===== src/design/flrl_consts.vh =====
// Constants of the fault latch and reset logic: register offsets, reset values,
// assignment codes, fault codes and timing figures.
// Assumes inclusion by the design file of the block and by the bench.
`ifndef FLRL_CONSTS_VH
`define FLRL_CONSTS_VH

// ----------------------------------------------------------------------------
// Register byte offsets
// ----------------------------------------------------------------------------
`define FLRL_OFS_RESTART_WAIT   8'h00
`define FLRL_OFS_SYNC_FREQ      8'h04
`define FLRL_OFS_RESET_EDGE     8'h08
`define FLRL_OFS_POST_RESET     8'h0C
`define FLRL_OFS_RELAY_FUNC     8'h10
`define FLRL_OFS_ASSIGN_LO      8'h14
`define FLRL_OFS_ASSIGN_HI      8'h18
`define FLRL_OFS_STATUS         8'h1C

// ----------------------------------------------------------------------------
// Reset values
// ----------------------------------------------------------------------------
`define FLRL_RST_RESTART_WAIT   16'h000A
`define FLRL_RST_SYNC_FREQ      16'h0000
`define FLRL_RST_RESET_EDGE     2'h0
`define FLRL_RST_POST_RESET     1'h0
`define FLRL_RST_RELAY_FUNC     8'h0D
`define FLRL_RST_ASSIGN_LO      32'h00000012
`define FLRL_RST_ASSIGN_HI      32'h00000000

// ----------------------------------------------------------------------------
// Input assignment codes, fault codes, relay function code, settings values
// ----------------------------------------------------------------------------
`define FLRL_FN_EXT_FAULT       8'h0C
`define FLRL_FN_START_PROT      8'h0D
`define FLRL_FN_FAULT_RESET     8'h12
`define FLRL_CODE_NONE          8'h00
`define FLRL_CODE_UNDERVOLT     8'h09
`define FLRL_CODE_EXT_FAULT     8'h0C
`define FLRL_CODE_START_PROT    8'h0D
`define FLRL_RELAY_EXT_TRIP     8'h0D
`define FLRL_EDGE_RISE          2'h0
`define FLRL_EDGE_FALL          2'h1
`define FLRL_EDGE_RISE_FAULT    2'h2

// ----------------------------------------------------------------------------
// Status register fields
// ----------------------------------------------------------------------------
`define FLRL_ST_EXT_BIT         0
`define FLRL_ST_SP_BIT          1
`define FLRL_ST_UV_BIT          2
`define FLRL_ST_RELAY_BIT       3
`define FLRL_ST_DRIVE_BIT       4
`define FLRL_ST_TRIP_BIT        5
`define FLRL_ST_CODE_LSB        8
`define FLRL_ST_STATE_LSB       16

// ----------------------------------------------------------------------------
// Timing
// ----------------------------------------------------------------------------
`define FLRL_CLK_KHZ            40000
`define FLRL_SP_WINDOW_MS       3000
`define FLRL_WAIT_TICK_MS       100

`endif


===== src/design/flrl_top.v =====
// Fault trip, acknowledge and unattended start protection logic of a motor drive.
// Assumes digital inputs, keypad key, run commands and mains status arrive
// asynchronously, and registers are reached over an AXI4-Lite slave port.
`include "flrl_consts.vh"
`default_nettype none

// Behaviour
// - Active external fault input raises code twelve.
// - External fault stays latched until reset.
// - Reset input, stop key or power-up clears faults.
// - Input codes: 12 fault, 13 protection, 18 reset.
// - External fault trip disables output drive.
// - Run command at reset restarts the motor.
// - Run at supply return blocks start, code thirteen.
// - Stop key, reset or withdrawn run clear protection.
// - Run within three seconds of recovery trips protection.
// - Protection still works after undervoltage reset.
// - Edge setting: rise, fall, rise only when faulted.
// - Post-reset setting: zero start or synchronised start.
// - Synchronisation frequency sets synchronised restart frequency.
// - Programmable restart delay precedes automatic restart.
// - Reset input always active high, not invertible.
// - Reset while running makes the motor coast.
// - Relay setting 13 shows external fault trip.
// - Reset function defaults to digital input one.
module flrl_top #(
	parameter integer SP_WINDOW_CYC = `FLRL_SP_WINDOW_MS * `FLRL_CLK_KHZ,
	parameter integer WAIT_TICK_CYC = `FLRL_WAIT_TICK_MS * `FLRL_CLK_KHZ,
	parameter integer ADDR_W        = 8
) (
	input  wire              aclk,                  // System clock, 40 MHz.
	input  wire              aresetn,               // Synchronous reset, active low.
	input  wire [ADDR_W-1:0] s_axi_awaddr,          // Write address.
	input  wire [2:0]        s_axi_awprot,          // Write protection, unused.
	input  wire              s_axi_awvalid,         // Write address valid.
	output reg               s_axi_awready,         // Write address ready.
	input  wire [31:0]       s_axi_wdata,           // Write data.
	input  wire [3:0]        s_axi_wstrb,           // Write byte strobes.
	input  wire              s_axi_wvalid,          // Write data valid.
	output reg               s_axi_wready,          // Write data ready.
	output reg  [1:0]        s_axi_bresp,           // Write response.
	output reg               s_axi_bvalid,          // Write response valid.
	input  wire              s_axi_bready,          // Write response ready.
	input  wire [ADDR_W-1:0] s_axi_araddr,          // Read address.
	input  wire [2:0]        s_axi_arprot,          // Read protection, unused.
	input  wire              s_axi_arvalid,         // Read address valid.
	output reg               s_axi_arready,         // Read address ready.
	output reg  [31:0]       s_axi_rdata,           // Read data.
	output reg  [1:0]        s_axi_rresp,           // Read response.
	output reg               s_axi_rvalid,          // Read data valid.
	input  wire              s_axi_rready,          // Read data ready.
	input  wire [7:0]        digital_inputs,        // Programmable digital inputs 1 to 8.
	input  wire              forward_run_command,   // Forward run command.
	input  wire              reverse_run_command,   // Reverse run command.
	input  wire              keypad_stop_key,       // Keypad stop/reset key, high pressed.
	input  wire              mains_ok,              // Supply present, low on mains fault.
	output reg               drive_enable,          // Output stage enabled.
	output reg               start_sync,            // Start by speed synchronisation.
	output reg  [15:0]       start_frequency,       // Start frequency for this start.
	output reg               trip,                  // Any latched fault.
	output reg  [7:0]        fault_code,            // Code of the highest fault.
	output reg               signalling_relay_contact // Relay contact drive.
);

	// ------------------------------------------------------------------------
	// Local definitions
	// ------------------------------------------------------------------------
	localparam [1:0] ST_STOP = 2'h0;
	localparam [1:0] ST_RUN  = 2'h1;
	localparam [1:0] ST_WAIT = 2'h2;
	localparam [1:0] RESP_OKAY   = 2'h0;
	localparam [1:0] RESP_SLVERR = 2'h2;
	localparam integer NSYNC = 12;

	// Any input assigned the given function code and currently active.
	function fn_match;
		input [63:0] asg;
		input [7:0]  din;
		input [7:0]  code;
		integer      k;
		begin
			fn_match = 1'b0;
			for (k = 0; k < 8; k = k + 1) begin
				if (din[k] && asg[8*k +: 8] == code)
					fn_match = 1'b1;
			end
		end
	endfunction

	function [31:0] fn_merge;
		input [31:0] old;
		input [31:0] data;
		input [3:0]  strb;
		integer      k;
		begin
			fn_merge = old;
			for (k = 0; k < 4; k = k + 1) begin
				if (strb[k])
					fn_merge[8*k +: 8] = data[8*k +: 8];
			end
		end
	endfunction

	// ------------------------------------------------------------------------
	// Registers and nets
	// ------------------------------------------------------------------------
	reg  [NSYNC-1:0]  meta_q;
	reg  [NSYNC-1:0]  sync_q;
	reg               rst_in_prev_q;
	reg               key_prev_q;
	reg               mains_prev_q;
	reg  [15:0]       restart_wait_time_q;
	reg  [15:0]       sync_restart_frequency_q;
	reg  [1:0]        reset_edge_select_q;
	reg               post_reset_start_mode_q;
	reg  [7:0]        relay_function_setting_q;
	reg  [63:0]       input_assignment_q;
	reg               ext_flag_q;
	reg               sp_flag_q;
	reg               uv_flag_q;
	reg  [31:0]       sp_window_q;
	reg  [1:0]        state_q;
	reg  [1:0]        state_d;
	reg               restart_pend_q;
	reg  [31:0]       tick_q;
	reg  [15:0]       wait_ticks_q;
	reg               aw_have_q;
	reg               w_have_q;
	reg  [ADDR_W-1:0] aw_addr_q;
	reg  [31:0]       w_data_q;
	reg  [3:0]        w_strb_q;
	reg               reset_event;

	wire [7:0] din_s    = sync_q[7:0];
	wire       run      = sync_q[8] | sync_q[9];
	wire       key_s    = sync_q[10];
	wire       mains_s  = sync_q[11];
	wire       ext_act  = fn_match(input_assignment_q, din_s, `FLRL_FN_EXT_FAULT);
	wire       usp_en   = fn_match(input_assignment_q, din_s, `FLRL_FN_START_PROT);
	wire       rst_in   = fn_match(input_assignment_q, din_s, `FLRL_FN_FAULT_RESET);
	wire       fault    = ext_flag_q | sp_flag_q | uv_flag_q;
	wire       key_evt  = key_s & ~key_prev_q & fault;
	wire       clr_evt  = reset_event | key_evt;
	wire       win_act  = (sp_window_q != 32'h00000000);
	wire       wr_go    = aw_have_q & w_have_q & ~s_axi_bvalid;
	wire [31:0] status_word;
	wire [31:0] wt_mrg = fn_merge({16'h0000, restart_wait_time_q}, w_data_q, w_strb_q);
	wire [31:0] fq_mrg = fn_merge({16'h0000, sync_restart_frequency_q}, w_data_q, w_strb_q);

	// Reset recognition follows the edge setting; the input is never inverted.
	always @* begin
		case (reset_edge_select_q)
			`FLRL_EDGE_RISE:       reset_event = rst_in & ~rst_in_prev_q;
			`FLRL_EDGE_FALL:       reset_event = ~rst_in & rst_in_prev_q;
			`FLRL_EDGE_RISE_FAULT: reset_event = rst_in & ~rst_in_prev_q & fault;
			default:               reset_event = 1'b0;
		endcase
	end

	// ------------------------------------------------------------------------
	// Input synchronisers
	// ------------------------------------------------------------------------
	always @(posedge aclk) begin
		if (!aresetn) begin
			meta_q        <= {NSYNC{1'b0}};
			sync_q        <= {NSYNC{1'b0}};
			rst_in_prev_q <= 1'b0;
			key_prev_q    <= 1'b0;
			mains_prev_q  <= 1'b0;
		end else begin
			meta_q        <= {mains_ok, keypad_stop_key, reverse_run_command,
				forward_run_command, digital_inputs};
			sync_q        <= meta_q;
			rst_in_prev_q <= rst_in;
			key_prev_q    <= key_s;
			mains_prev_q  <= mains_s;
		end
	end

	// ------------------------------------------------------------------------
	// Latched fault flags
	// ------------------------------------------------------------------------
	// A setting condition wins over a clear in the same cycle, so an external fault
	// or start protection cause still present cannot be acknowledged away.
	always @(posedge aclk) begin
		if (!aresetn) begin
			ext_flag_q  <= 1'b0;
			sp_flag_q   <= 1'b0;
			uv_flag_q   <= 1'b0;
			sp_window_q <= SP_WINDOW_CYC;
		end else begin
			ext_flag_q <= ext_act | (ext_flag_q & ~clr_evt);
			sp_flag_q  <= (usp_en & run & (win_act | ~mains_s)) |
				(sp_flag_q & ~clr_evt & run);
			uv_flag_q  <= (~mains_s & mains_prev_q) | (uv_flag_q & ~clr_evt);
			// The window restarts on every recovery and is not touched by an
			// acknowledge, so protection stays armed after an undervoltage reset.
			if (!mains_s)
				sp_window_q <= SP_WINDOW_CYC;
			else if (win_act)
				sp_window_q <= sp_window_q - 32'h00000001;
		end
	end

	// ------------------------------------------------------------------------
	// Drive sequencing
	// ------------------------------------------------------------------------
	always @* begin
		state_d = state_q;
		case (state_q)
			ST_STOP: begin
				if (run & ~fault & mains_s & ~win_act)
					state_d = restart_pend_q ? ST_WAIT : ST_RUN;
				else if (run & ~fault & mains_s & ~usp_en)
					state_d = restart_pend_q ? ST_WAIT : ST_RUN;
			end
			ST_RUN: begin
				if (fault | reset_event | ~run | ~mains_s)
					state_d = ST_STOP;
			end
			ST_WAIT: begin
				if (fault | ~run | ~mains_s)
					state_d = ST_STOP;
				else if (wait_ticks_q == 16'h0000)
					state_d = ST_RUN;
			end
			default: state_d = ST_STOP;
		endcase
	end

	always @(posedge aclk) begin
		if (!aresetn) begin
			state_q         <= ST_STOP;
			restart_pend_q  <= 1'b0;
			tick_q          <= 32'h00000000;
			wait_ticks_q    <= 16'h0000;
			drive_enable    <= 1'b0;
			start_sync      <= 1'b0;
			start_frequency <= 16'h0000;
		end else begin
			state_q      <= state_d;
			drive_enable <= (state_d == ST_RUN);
			if (fault | (state_q == ST_RUN & reset_event))
				restart_pend_q <= 1'b1;
			else if (state_q != ST_RUN & state_d == ST_RUN)
				restart_pend_q <= 1'b0;
			if (state_q != ST_RUN & state_d == ST_RUN) begin
				start_sync      <= restart_pend_q & post_reset_start_mode_q;
				start_frequency <= (restart_pend_q & post_reset_start_mode_q) ?
					sync_restart_frequency_q : 16'h0000;
			end
			if (state_q != ST_WAIT) begin
				tick_q       <= 32'h00000000;
				wait_ticks_q <= restart_wait_time_q;
			end else if (tick_q == WAIT_TICK_CYC - 1) begin
				tick_q <= 32'h00000000;
				if (wait_ticks_q != 16'h0000)
					wait_ticks_q <= wait_ticks_q - 16'h0001;
			end else begin
				tick_q <= tick_q + 32'h00000001;
			end
		end
	end

	// ------------------------------------------------------------------------
	// Trip indication and relay
	// ------------------------------------------------------------------------
	always @(posedge aclk) begin
		if (!aresetn) begin
			trip                     <= 1'b0;
			fault_code               <= `FLRL_CODE_NONE;
			signalling_relay_contact <= 1'b0;
		end else begin
			trip <= fault;
			if (ext_flag_q)
				fault_code <= `FLRL_CODE_EXT_FAULT;
			else if (sp_flag_q)
				fault_code <= `FLRL_CODE_START_PROT;
			else if (uv_flag_q)
				fault_code <= `FLRL_CODE_UNDERVOLT;
			else
				fault_code <= `FLRL_CODE_NONE;
			if (relay_function_setting_q == `FLRL_RELAY_EXT_TRIP)
				signalling_relay_contact <= ext_flag_q;
			else
				signalling_relay_contact <= fault;
		end
	end

	// ------------------------------------------------------------------------
	// AXI4-Lite write channel and settings
	// ------------------------------------------------------------------------
	always @(posedge aclk) begin
		if (!aresetn) begin
			s_axi_awready            <= 1'b1;
			s_axi_wready             <= 1'b1;
			s_axi_bvalid             <= 1'b0;
			s_axi_bresp              <= RESP_OKAY;
			aw_have_q                <= 1'b0;
			w_have_q                 <= 1'b0;
			aw_addr_q                <= {ADDR_W{1'b0}};
			w_data_q                 <= 32'h00000000;
			w_strb_q                 <= 4'h0;
			restart_wait_time_q      <= `FLRL_RST_RESTART_WAIT;
			sync_restart_frequency_q <= `FLRL_RST_SYNC_FREQ;
			reset_edge_select_q      <= `FLRL_RST_RESET_EDGE;
			post_reset_start_mode_q  <= `FLRL_RST_POST_RESET;
			relay_function_setting_q <= `FLRL_RST_RELAY_FUNC;
			input_assignment_q       <= {`FLRL_RST_ASSIGN_HI, `FLRL_RST_ASSIGN_LO};
		end else begin
			if (s_axi_awvalid & s_axi_awready) begin
				aw_have_q     <= 1'b1;
				aw_addr_q     <= s_axi_awaddr;
				s_axi_awready <= 1'b0;
			end
			if (s_axi_wvalid & s_axi_wready) begin
				w_have_q     <= 1'b1;
				w_data_q     <= s_axi_wdata;
				w_strb_q     <= s_axi_wstrb;
				s_axi_wready <= 1'b0;
			end
			if (s_axi_bvalid & s_axi_bready) begin
				s_axi_bvalid  <= 1'b0;
				s_axi_awready <= 1'b1;
				s_axi_wready  <= 1'b1;
			end
			if (wr_go) begin
				aw_have_q    <= 1'b0;
				w_have_q     <= 1'b0;
				s_axi_bvalid <= 1'b1;
				s_axi_bresp  <= RESP_OKAY;
				case (aw_addr_q)
					`FLRL_OFS_RESTART_WAIT: restart_wait_time_q <= wt_mrg[15:0];
					`FLRL_OFS_SYNC_FREQ: sync_restart_frequency_q <= fq_mrg[15:0];
					`FLRL_OFS_RESET_EDGE: begin
						if (w_strb_q[0])
							reset_edge_select_q <= w_data_q[1:0];
					end
					`FLRL_OFS_POST_RESET: begin
						if (w_strb_q[0])
							post_reset_start_mode_q <= w_data_q[0];
					end
					`FLRL_OFS_RELAY_FUNC: begin
						if (w_strb_q[0])
							relay_function_setting_q <= w_data_q[7:0];
					end
					`FLRL_OFS_ASSIGN_LO: input_assignment_q[31:0] <=
						fn_merge(input_assignment_q[31:0], w_data_q, w_strb_q);
					`FLRL_OFS_ASSIGN_HI: input_assignment_q[63:32] <=
						fn_merge(input_assignment_q[63:32], w_data_q, w_strb_q);
					`FLRL_OFS_STATUS: s_axi_bresp <= RESP_OKAY;
					default: s_axi_bresp <= RESP_SLVERR;
				endcase
			end
		end
	end

	// ------------------------------------------------------------------------
	// AXI4-Lite read channel
	// ------------------------------------------------------------------------
	assign status_word = {14'h0000, state_q, fault_code, 2'h0, trip, drive_enable,
		signalling_relay_contact, uv_flag_q, sp_flag_q, ext_flag_q};

	always @(posedge aclk) begin
		if (!aresetn) begin
			s_axi_arready <= 1'b1;
			s_axi_rvalid  <= 1'b0;
			s_axi_rdata   <= 32'h00000000;
			s_axi_rresp   <= RESP_OKAY;
		end else begin
			if (s_axi_rvalid & s_axi_rready) begin
				s_axi_rvalid  <= 1'b0;
				s_axi_arready <= 1'b1;
			end
			if (s_axi_arvalid & s_axi_arready) begin
				s_axi_arready <= 1'b0;
				s_axi_rvalid  <= 1'b1;
				s_axi_rresp   <= RESP_OKAY;
				case (s_axi_araddr)
					`FLRL_OFS_RESTART_WAIT: s_axi_rdata <= {16'h0000, restart_wait_time_q};
					`FLRL_OFS_SYNC_FREQ:
						s_axi_rdata <= {16'h0000, sync_restart_frequency_q};
					`FLRL_OFS_RESET_EDGE:   s_axi_rdata <= {30'h00000000, reset_edge_select_q};
					`FLRL_OFS_POST_RESET:
						s_axi_rdata <= {31'h00000000, post_reset_start_mode_q};
					`FLRL_OFS_RELAY_FUNC:
						s_axi_rdata <= {24'h000000, relay_function_setting_q};
					`FLRL_OFS_ASSIGN_LO:    s_axi_rdata <= input_assignment_q[31:0];
					`FLRL_OFS_ASSIGN_HI:    s_axi_rdata <= input_assignment_q[63:32];
					`FLRL_OFS_STATUS:       s_axi_rdata <= status_word;
					default: begin
						s_axi_rdata <= 32'h00000000;
						s_axi_rresp <= RESP_SLVERR;
					end
				endcase
			end
		end
	end

endmodule // flrl_top

`default_nettype wire


===== config.mk =====
export PLATFORM = sky130hd
export DESIGN_NAME = flrl_top
export DESIGN_NICKNAME = d
export VERILOG_FILES = /design/src/design/flrl_top.v
export VERILOG_INCLUDE_DIRS = /design/src /design/src/design
export SDC_FILE = /design/constraint.sdc
export NUM_CORES = 1
export LEC_CHECK = 0
export BUFFER_PORTS_ARGS = -buffer_cell sky130_fd_sc_hd__buf_2
export CORE_MARGIN = 1
export CORE_UTILIZATION = 30
export DETAILED_ROUTE_END_ITERATION = 16
export SLEW_MARGIN = 20
export SYNTH_ARGS = -nofsm -noshare
export SYNTH_HDL_FRONTEND = slang
export SYNTH_SLANG_ARGS = --single-unit

===== constraint.sdc =====
create_clock -name aclk -period 2.5 [get_ports aclk]
set_input_delay 0.125 -clock aclk [delete_from_list [all_inputs] [get_ports aclk]]
set_output_delay 0.125 -clock aclk [all_outputs]
set_load 0.02 [all_outputs]

==> results of run 1 <==
-- cells by family after synthesis --
kind of cell               share of synthesized area
AOI/OAI and AO/OA                              0.115
xor gates and xnor gates                      0.0432
adders and majority gates                    0.00280
buffers and inverters                         0.0314
DFF                                            0.490
muxes                                         0.0894
other                                       0.000280
and+or+nand+nor                                0.227
-- path summary, 6_finish.rpt --
| kind | start | endpoint | depth (start not counted) |
|---|---|---|---|
| setup / recovery | sp_window_q[5]$_SDFFE_PN0P_ | sp_window_q[31]$_SDFFE_PN0P_ | 6 |
| hold / removal | s_axi_araddr[6] | s_axi_rdata[0]$_SDFFE_PN0P_ | 5 |
| setup reg to reg | sp_window_q[5]$_SDFFE_PN0P_ | sp_window_q[31]$_SDFFE_PN0P_ | 6 |
| hold reg to reg | meta_q[10]$_SDFF_PN0_ | sync_q[10]$_SDFF_PN0_ | 1 |
-- flip-flops by register name, indices dropped and copies added, names as in the netlist, 2 cells and up --
signal	count
w_data_q	32
w_strb_q	4
sp_window_q	32
tick_q	32
restart_wait_time_q	16
relay_function_setting_q	8
start_frequency	16
meta_q	12
wait_ticks_q	16
reset_edge_select_q	2
s_axi_rdata	32
state_q	2
aw_addr_q	8
fault_code	3
input_assignment_q	64
sync_restart_frequency_q	16
sync_q	12
-- cells in the final DEF (no fill, tap or decap), types with 34 or more instances in the layout --
master | Yosys | layout
dfxtp_1 | 328 | 328
nor2_1 | 202 | 201
nand2_1 | 165 | 165
buf_2 | 3 | 132
mux2i_1 | 105 | 105
a21oi_1 | 92 | 92
dlygate4sd3_1 | 0 | 72
nand3_1 | 70 | 70
buf_4 | 7 | 57
o21ai_0 | 39 | 39
clkbuf_16 | 0 | 39
xor2_1 | 38 | 38
a22o_1 | 34 | 34
-- final cells by class --
class,instances,area [µm²]
fill,4547,27200
sequential,328,6570
multi-input combinational,1056,6440
timing repair buffer,265,1890
clock buffer,58,1140
tap,592,741
inverter,16,62.6
clock inverter,6,40.0
-- worst max-delay path, stage by stage (launching register included) --
cell and delay (ns):
dfxtp_1 0.34, or4_1 0.56, nand2b_4 0.20, or4_4 0.59, nor4_1 0.36, xnor2_1 0.17
nor2_1 0.06
-- metrics by stage --
step,utilization,hold slack (ns)
6_report,0.382,0.0944
5_1_grt,0.382,0.118
4_1_cts,0.382,0.0813
3_5_place_dp,0.339,0.337
3_3_place_gp,0.339,0.335
2_1_floorplan,-,0.225
-- metal layers --
layer / part of all wire / wire [µm] / up-vias
met4: 0.038 / 1430 / 0
li1: - / - / 5659
met3: 0.046 / 1760 / 75
met1: 0.45 / 17000 / 5406
met5: 0 / 0 / -
met2: 0.47 / 17700 / 284
-- power by group through the flow --
stage / sequential [mW] / combinational [mW] / clock (mW)
2_1_floorplan: 5.48 / 0.311 / 0
3_3_place_gp: 5.50 / 0.490 / 0
3_5_place_dp: 5.51 / 0.496 / 0
4_1_cts: 5.39 / 0.585 / 5.38
5_1_grt: 5.40 / 0.647 / 5.58
6_report: 5.39 / 0.586 / 5.24
-- repair_timing --
item	4_1_cts	5_1_grt
setup endpoints to repair	0	15
endpoints found under the hold margin	63	0
hold buffers	72	0
resized for setup	0	1
==> results.yml, run 1 <==
placed_design:
  port_buffers: 132
  place.detailed.hpwl_mm: 27.2
  gp_congestion: 0.868
  placed_area_mm2: 0.0150
  pre_cts_slack_ns: 0.0983
  dp_cells: 2185
setup_path:
  worstPathRequired_ns: 2.90
  path_class: "register to register"
  r2r_setup_slack_ns: 0.1
  startpoint_type: "register"
  cp.arrival_ns: 2.81
  worstSetupEndpointType: "register"
  critPathMaxFanout: 11
drt:
  drt_iter0_drc: 651
  via_count: 11400
  antenna_left: 0
  first_pass_iters: 6
  viasPerCell: 4.92
  wirelength_mm: 38.0
  drc: 0
  detail_route.wl_per_cell_um: 16.4
global_route:
  met1_usage: 0.215
  grt-busiest-layer: "met2"
  grt.overflow.total: 0
  use_met3: 0.0300
  met2_usage: 0.276
  grt_pass1_vias: 11100
  grt_start_max_net_pins: 148
  antenna_found_initial: 0
  grt_first_pass_wirelength_mm: 60.3
  grt_use_total: 0.168
yosys:
  netlist_instances: 1478
  yosysMostFrequentCell: "dfxtp_1"
  synth_area_mm2: 0.0134
  synth_edf_count: 0
  ys_ff_latch: 328
  synth_top_area_frac: 0.490
  synthArstFlopShare: 0
  syn_area_per_cell_um2: 9.06
  synth_ff_type: "dfxtp_1"
  synth_commonest_cells: "328 x dfxtp_1, 202 x nor2_1, 165 x nand2_1, 105 x mux2i_1, 92 x a21oi_1"
  yosysSeqAreaShare: 0.490
  yosysTopAreaCell: "dfxtp_1"
  yosys_warnings: 0
  netlist_top_cells_area: "dfxtp_1 49%, mux2i_1 7.8%, nor2_1 5.7%"
  synth_cell_types: 67
timing:
  worst_pin_slew_ns: 0.715
  drv_slew: 0
  skew_ns: 0.0227
  max_freq_mhz: 416
  tns_ns: 0
  period_share: 0.962
  relSlewSlack: 0.516
  finalSetupViolCount: 0
  setup_slack_ns: 0.0957
  rsz0062_at_grt: "false"
  hold_viol: 0
  timing.final.crit_period_ns: 2.40
die:
  die_h_um: 213
  pin_count: 146
  core_mm2: 0.0441
  start_util: 0.304
  die-area_mm2: 0.0455
  rows: 77
  die_w_um: 213
flow_run:
  drv_cap: 0
clock_network:
  cts_buffers: 37
  clkTransAtPathRegs_ns: 0.06
  clkSinkCount: 328
  cts_root_buffer: "clkbuf_16"
  cts_tree: "done"
  cts_buffer_depth: 3
  post-cts-setup-buffer-count: 0
  h-tree-depth: 2
  clk_latency_ns: 0.54
layout:
  instances_no_fill: 2321
  synthToLayoutAreaGrowth_pct: 26.0
  final_cell_area_mm2: 0.0169
  nets: 1784
  antennaDiodeCount: 0
  drive_gt1_frac: 0.157
power_and_ir_drop:
  power.share.combinational: 0.052
  powerDensity_mw_per_mm2: 665
  power.internal_mw: 8.68
  p_clk_frac: 0.467
  cellLeakagePower_nw: 7.03
  p_sw_frac: 0.226
  pwr-share-seq: 0.481
  p_switching_mw: 2.54
  vdd_drop_max_mv: 0.452
  total_power_mw: 11.2
run_status:
  outcome: "completed"
worst_hold_path:
  hold_path_class: "input pin to register"
Note: power is estimated with default switching activity, not from simulation.
==> inputs of run 2 (changes only) <==
--- a/config.mk
+++ b/config.mk
@@ -10,7 +10,9 @@
 export CORE_MARGIN = 1
 export CORE_UTILIZATION = 30
 export DETAILED_ROUTE_END_ITERATION = 16
+export PLACE_DENSITY = 0.5
 export SLEW_MARGIN = 20
 export SYNTH_ARGS = -nofsm -noshare
 export SYNTH_HDL_FRONTEND = slang
 export SYNTH_SLANG_ARGS = --single-unit
+export TNS_END_PERCENT = 100
==> constraint.sdc (replaced) <==
create_clock -name aclk -period 2.5 [get_ports aclk]
set_input_delay 0.125 -clock aclk [delete_from_list [all_inputs] [get_ports aclk]]
set_output_delay 0.125 -clock aclk [all_outputs]
set_load 0.005 [all_outputs]
==> run 2 against run 1 <==
  * Clock skew about the same
  * Worst hold slack lost 0.056 ns
  * Sequential power about the same
  * Routed wire length rose by 1.9%
  * Critical path type unchanged
  * Largest power group is now clock
==> results.yml, run 2 (synthesized netlist as in run 1, its figures left out) <==
run_status:
  outcome: "completed"
timing:
  timing.final.crit_period_ns: 2.36
  max_freq_mhz: 423
  period_share: 0.945
  drv_slew: 0
  rsz0062_at_grt: "true"
  hold_viol: 0
  setup_slack_ns: 0.136
  worst_pin_slew_ns: 0.828
  relSlewSlack: 0.448
  skew_ns: 0.0226
  tns_ns: 0
  finalSetupViolCount: 0
setup_path:
  r2r-start: "sp_window_q[5]$_SDFFE_PN0P_"
  slowest_stage: "or4_4"
  worstPathRequired_ns: 2.90
  path_class: "register to register"
  path_delay_family: "simple AND/OR/NAND/NOR gates"
  crit_start: "sp_window_q[5]$_SDFFE_PN0P_"
  startpoint_type: "register"
  worstRegToRegCells: 6
  cp.arrival_ns: 2.76
  path_buf_inv: 0
  crit_chain: "or4_1 -> nand2b_4 -> or4_4 -> nor4_1 -> xnor2_1 -> nor2_1"
  cp_num_cells: 6
  slowest_delay_ns: 0.59
  worstSetupEndpointType: "register"
  critPathMaxFanout: 11
global_route:
  grt_start_max_net_pins: 172
  antenna_found_initial: 0
  grt_first_pass_wirelength_mm: 60.7
  grt_pass1_vias: 10900
  grt_use_total: 0.170
  grt.overflow.total: 0
clock_network:
  post-cts-setup-buffer-count: 0
  cts_root_buffer: "clkbuf_16"
  h-tree-depth: 2
  clkTransAtPathRegs_ns: 0.06
  clk_latency_ns: 0.54
  cts_tree: "done"
  clkSinkCount: 328
  cts_buffer_depth: 3
  cts_buffers: 37
power_and_ir_drop:
  p_switching_mw: 2.60
  powerDensity_mw_per_mm2: 673
  p_sw_frac: 0.227
  power.internal_mw: 8.82
  power.share.combinational: 0.050
  cellLeakagePower_nw: 7.09
  p_clk_frac: 0.478
  pwr-share-seq: 0.472
  vdd_drop_max_mv: 0.367
  total_power_mw: 11.4
placed_design:
  gp_congestion: 0.856
  placed_area_mm2: 0.0150
  pre_cts_slack_ns: 0.116
  port_buffers: 132
  place.detailed.hpwl_mm: 27.4
drt:
  first_pass_iters: 5
  via_count: 11400
  drc: 0
  drt_iter0_drc: 636
  detail_route.wl_per_cell_um: 16.6
  viasPerCell: 4.89
  wirelength_mm: 38.7
  antenna_left: 0
layout:
  largest_reg_flops: 64
  synthToLayoutAreaGrowth_pct: 26.7
  antennaDiodeCount: 0
  final_cell_mix: "328 x dfxtp_1, 201 x nor2_1, 165 x nand2_1, 132 x buf_2, 105 x mux2i_1"
  drive_gt1_frac: 0.166
  final_cell_area_mm2: 0.0170
  largest_register: "input_assignment_q"
  layout_commonest_cell: "dfxtp_1"
  nets: 1788
die:
  core_mm2: 0.0441
  pin_count: 146
  die-area_mm2: 0.0455
  rows: 77
  die_w_um: 213
  die_h_um: 213
  start_util: 0.304
flow_run:
  drv_cap: 0
worst_hold_path:
  min_from: "s_axi_arvalid"
  hold_path_class: "input pin to register"
  holdPathStages: 3
## run 2: layer usage
metal,part of all wire,track usage
met2,0.47,0.280
met5,0,0
met4,0.031,0.0626
met1,0.47,0.226
met3,0.038,0.0241
## run 2: timing repair
| item | CTS | global route |
|---|---|---|
| hold buffers | 70 | 0 |
| hold endpoints to repair | 62 | 0 |
| endpoints found under the setup margin | 0 | 2 |
| resized for setup | 0 | 2 |
## run 2: cell type report
cell class              instances  area, µm²
multi-input cells            1056       6460
clock inverters                12       93.8
fillers                      4541      27200
flip-flops and latches        328       6570
clock buffers                  56       1140
inverters                      16       62.6
well taps                     592        741
repair buffers                269       1900
## run 2: power by group through the flow
stage | logic [mW] | registers (mW) | clock network, mW
after floorplan | 0.304 | 5.47 | 0
after global placement | 0.481 | 5.51 | 0
after detailed placement | 0.486 | 5.51 | 0
after CTS | 0.572 | 5.39 | 5.60
after global routing | 0.632 | 5.40 | 5.83
final | 0.570 | 5.39 | 5.45
## run 2: metrics by stage
stage,hold WS [ns],std cells,util
after floorplan,0.225,1484,-
after global placement,0.334,2191,0.340
after detailed placement,0.340,2191,0.340
after CTS,0.0130,2329,0.384
after global routing,0.0468,2329,0.385
final,0.0386,2329,0.385
## run 2: worst paths after layout
path         slack, ns                            to
max reg2reg       0.14  sp_window_q[30]$_SDFFE_PN0P_
min               0.04    s_axi_arready$_SDFFE_PN1P_
min reg2reg       0.44         sync_q[11]$_SDFF_PN0_
max               0.14  sp_window_q[30]$_SDFFE_PN0P_
## run 2: worst register-to-register path: stages (launching register included)
cell and delay [ns]:
dfxtp_1 0.33, or4_1 0.53, nand2b_4 0.20, or4_4 0.59, nor4_1 0.38, xnor2_1 0.16
nor2_1 0.05
==> inputs of run 3 (changes only) <==
--- a/config.mk
+++ b/config.mk
@@ -8,9 +8,9 @@
 export LEC_CHECK = 0
 export BUFFER_PORTS_ARGS = -buffer_cell sky130_fd_sc_hd__buf_2
 export CORE_MARGIN = 1
-export CORE_UTILIZATION = 30
+export CORE_UTILIZATION = 29
 export DETAILED_ROUTE_END_ITERATION = 16
-export PLACE_DENSITY = 0.5
+export PLACE_DENSITY = 0.49
 export SLEW_MARGIN = 20
 export SYNTH_ARGS = -nofsm -noshare
 export SYNTH_HDL_FRONTEND = slang
==> constraint.sdc (replaced) <==
create_clock -name aclk -period 2 [get_ports aclk]
set_input_delay 0.1 -clock aclk [delete_from_list [all_inputs] [get_ports aclk]]
set_output_delay 0.1 -clock aclk [all_outputs]
set_load 0.005 [all_outputs]
==> run 3 against run 2 <==
  * Combinational power grew 36%
  * Core utilization grew 1.3 points
  * Power grew 30%
  * The run now ends with setup timing left
  * Clock power grew 34%
  * Largest cell class is now multi-input combinational cells
==> results.yml, run 3 (synthesized netlist as in run 1, its figures left out) <==
run_status:
  outcome: "finished with violations"
  violations: "setup timing"
layout:
  nets: 1873
  final_cell_area_mm2: 0.0181
  multiInputGateArea_mm2: 0.00674
  fin_util: 0.398
  largest_reg_flops: 64
  fillers: 4642
  instances_no_fill: 2421
  seqCellArea_mm2: 0.00657
  final_cell_mix: "325 x dfxtp_1, 200 x nor2_1, 164 x nand2_1, 132 x buf_2, 132 x buf_4"
  synthToLayoutAreaGrowth_pct: 35.0
  drive_gt1_frac: 0.220
  antennaDiodeCount: 0
  largest_register: "input_assignment_q"
  layout_commonest_cell: "dfxtp_1"
die:
  core_mm2: 0.0455
  die_w_um: 217
  rows: 78
  die-area_mm2: 0.0470
  die_h_um: 217
  start_util: 0.294
  pin_count: 146
global_route:
  grt_start_max_net_pins: 119
  antenna_found_initial: 0
  grt_pass1_vias: 11400
  grt_first_pass_wirelength_mm: 63.1
  grt_use_total: 0.169
  grt.overflow.total: 0
drt:
  viasPerCell: 4.86
  detail_route.wl_per_cell_um: 16.5
  wirelength_mm: 40.0
  first_pass_iters: 7
  antenna_left: 0
  drc: 0
  via_count: 11800
  drt_iter0_drc: 731
clock_network:
  clkTransAtPathRegs_ns: 0.06
  cts_root_buffer: "clkbuf_16"
  cts_tree: "done"
  cts_buffer_depth: 3
  cts_buffers: 38
  clk_latency_ns: 0.54
  clkSinkCount: 328
  h-tree-depth: 2
timing:
  worst_pin_slew_ns: 0.604
  relSlewSlack: 0.592
  setup_slack_ns: -0.182
  drv_slew: 0
  max_freq_mhz: 458
  period_share: 1.09
  timing.final.crit_period_ns: 2.18
  skew_ns: 0.0199
  finalSetupViolCount: 46
  rsz0062_at_grt: "true"
  hold_viol: 0
setup_path:
  path_class: "register to register"
  critPathMaxFanout: 7
  startpoint_type: "register"
  worstSetupEndpointType: "register"
  worstPathRequired_ns: 2.47
  cp.arrival_ns: 2.65
placed_design:
  place.detailed.hpwl_mm: 28.5
  placed_area_mm2: 0.0158
  port_buffers: 132
  dp_cells: 2274
  gp_congestion: 0.841
flow_run:
  drv_cap: 0
power_and_ir_drop:
  vdd_drop_max_mv: 0.485
  powerDensity_mw_per_mm2: 818
  total_power_mw: 14.8
  cellLeakagePower_nw: 7.64
worst_hold_path:
  hold_path_class: "input pin to register"
-- run 3: what timing repair did --
action                                  in CTS  in global routing
pin swaps                                   15                 10
gates resized for setup                     23                 19
buffers inserted                             5                  1
hold endpoints to repair                    64                  0
hold buffers                                73                  0
endpoints found under the setup margin      51                 68
-- run 3: metrics by stage --
step	hold WS, ns	setup WS [ns]	TNS (ns)
after floorplan	0.200	-0.309	-8.36
after global placement	0.309	-0.261	-7.70
after detailed placement	0.320	-0.261	-8.64
after CTS	0.0191	-0.218	-6.24
after global routing	0.0468	-0.287	-10.28
final	0.0549	-0.182	-5.36
-- run 3: worst paths after layout --
kind	startpoint	to	slack (ns)	depth (start not counted)
max	sp_window_q[7]$_SDFFE_PN0P_	state_q[1]$_SDFF_PN0_	-0.18	6
min	aresetn	input_assignment_q[4]$_SDFFE_PN1P_	0.05	3
max reg2reg	sp_window_q[7]$_SDFFE_PN0P_	state_q[1]$_SDFF_PN0_	-0.18	6
min reg2reg	meta_q[11]$_SDFF_PN0_	sync_q[11]$_SDFF_PN0_	0.43	1
-- run 3: worst max-delay path, stage by stage, from the launching register on --
cell and delay [ns]:
dfxtp_2 0.31, or4_4 0.52, nand2b_4 0.16, buf_6 0.13, or4_4 0.56, a2111oi_4 0.31, a31o_1 0.13
-- run 3: where the power goes --
| group | switching (mW) | total [mW] | internal, mW |
|---|---|---|---|
| registers | 0.102 | 6.74 | 6.64 |
| clock network | 2.71 | 7.28 | 4.57 |
| logic | 0.424 | 0.777 | 0.354 |
| total | 3.23 | 14.8 | 11.6 |
-- run 3: final cells by class --
cell class              instances  area share
clock inverters                10     0.00830
clock buffers                  58      0.0653
flip-flops and latches        328       0.363
inverters                      16     0.00346
well taps                     600      0.0415
multi-input cells            1056       0.373
repair buffers                353       0.146
-- run 3: per-layer routing --
| layer | track usage | routed length (µm) | vias up |
|---|---|---|---|
| met2 | 0.255 | 17400 | 236 |
| met1 | 0.244 | 19900 | 5641 |
| li1 | - | - | 5835 |
| met3 | 0.0263 | 1780 | 58 |
| met5 | 0 | 0 | - |
| met4 | 0.0549 | 982 | 0 |
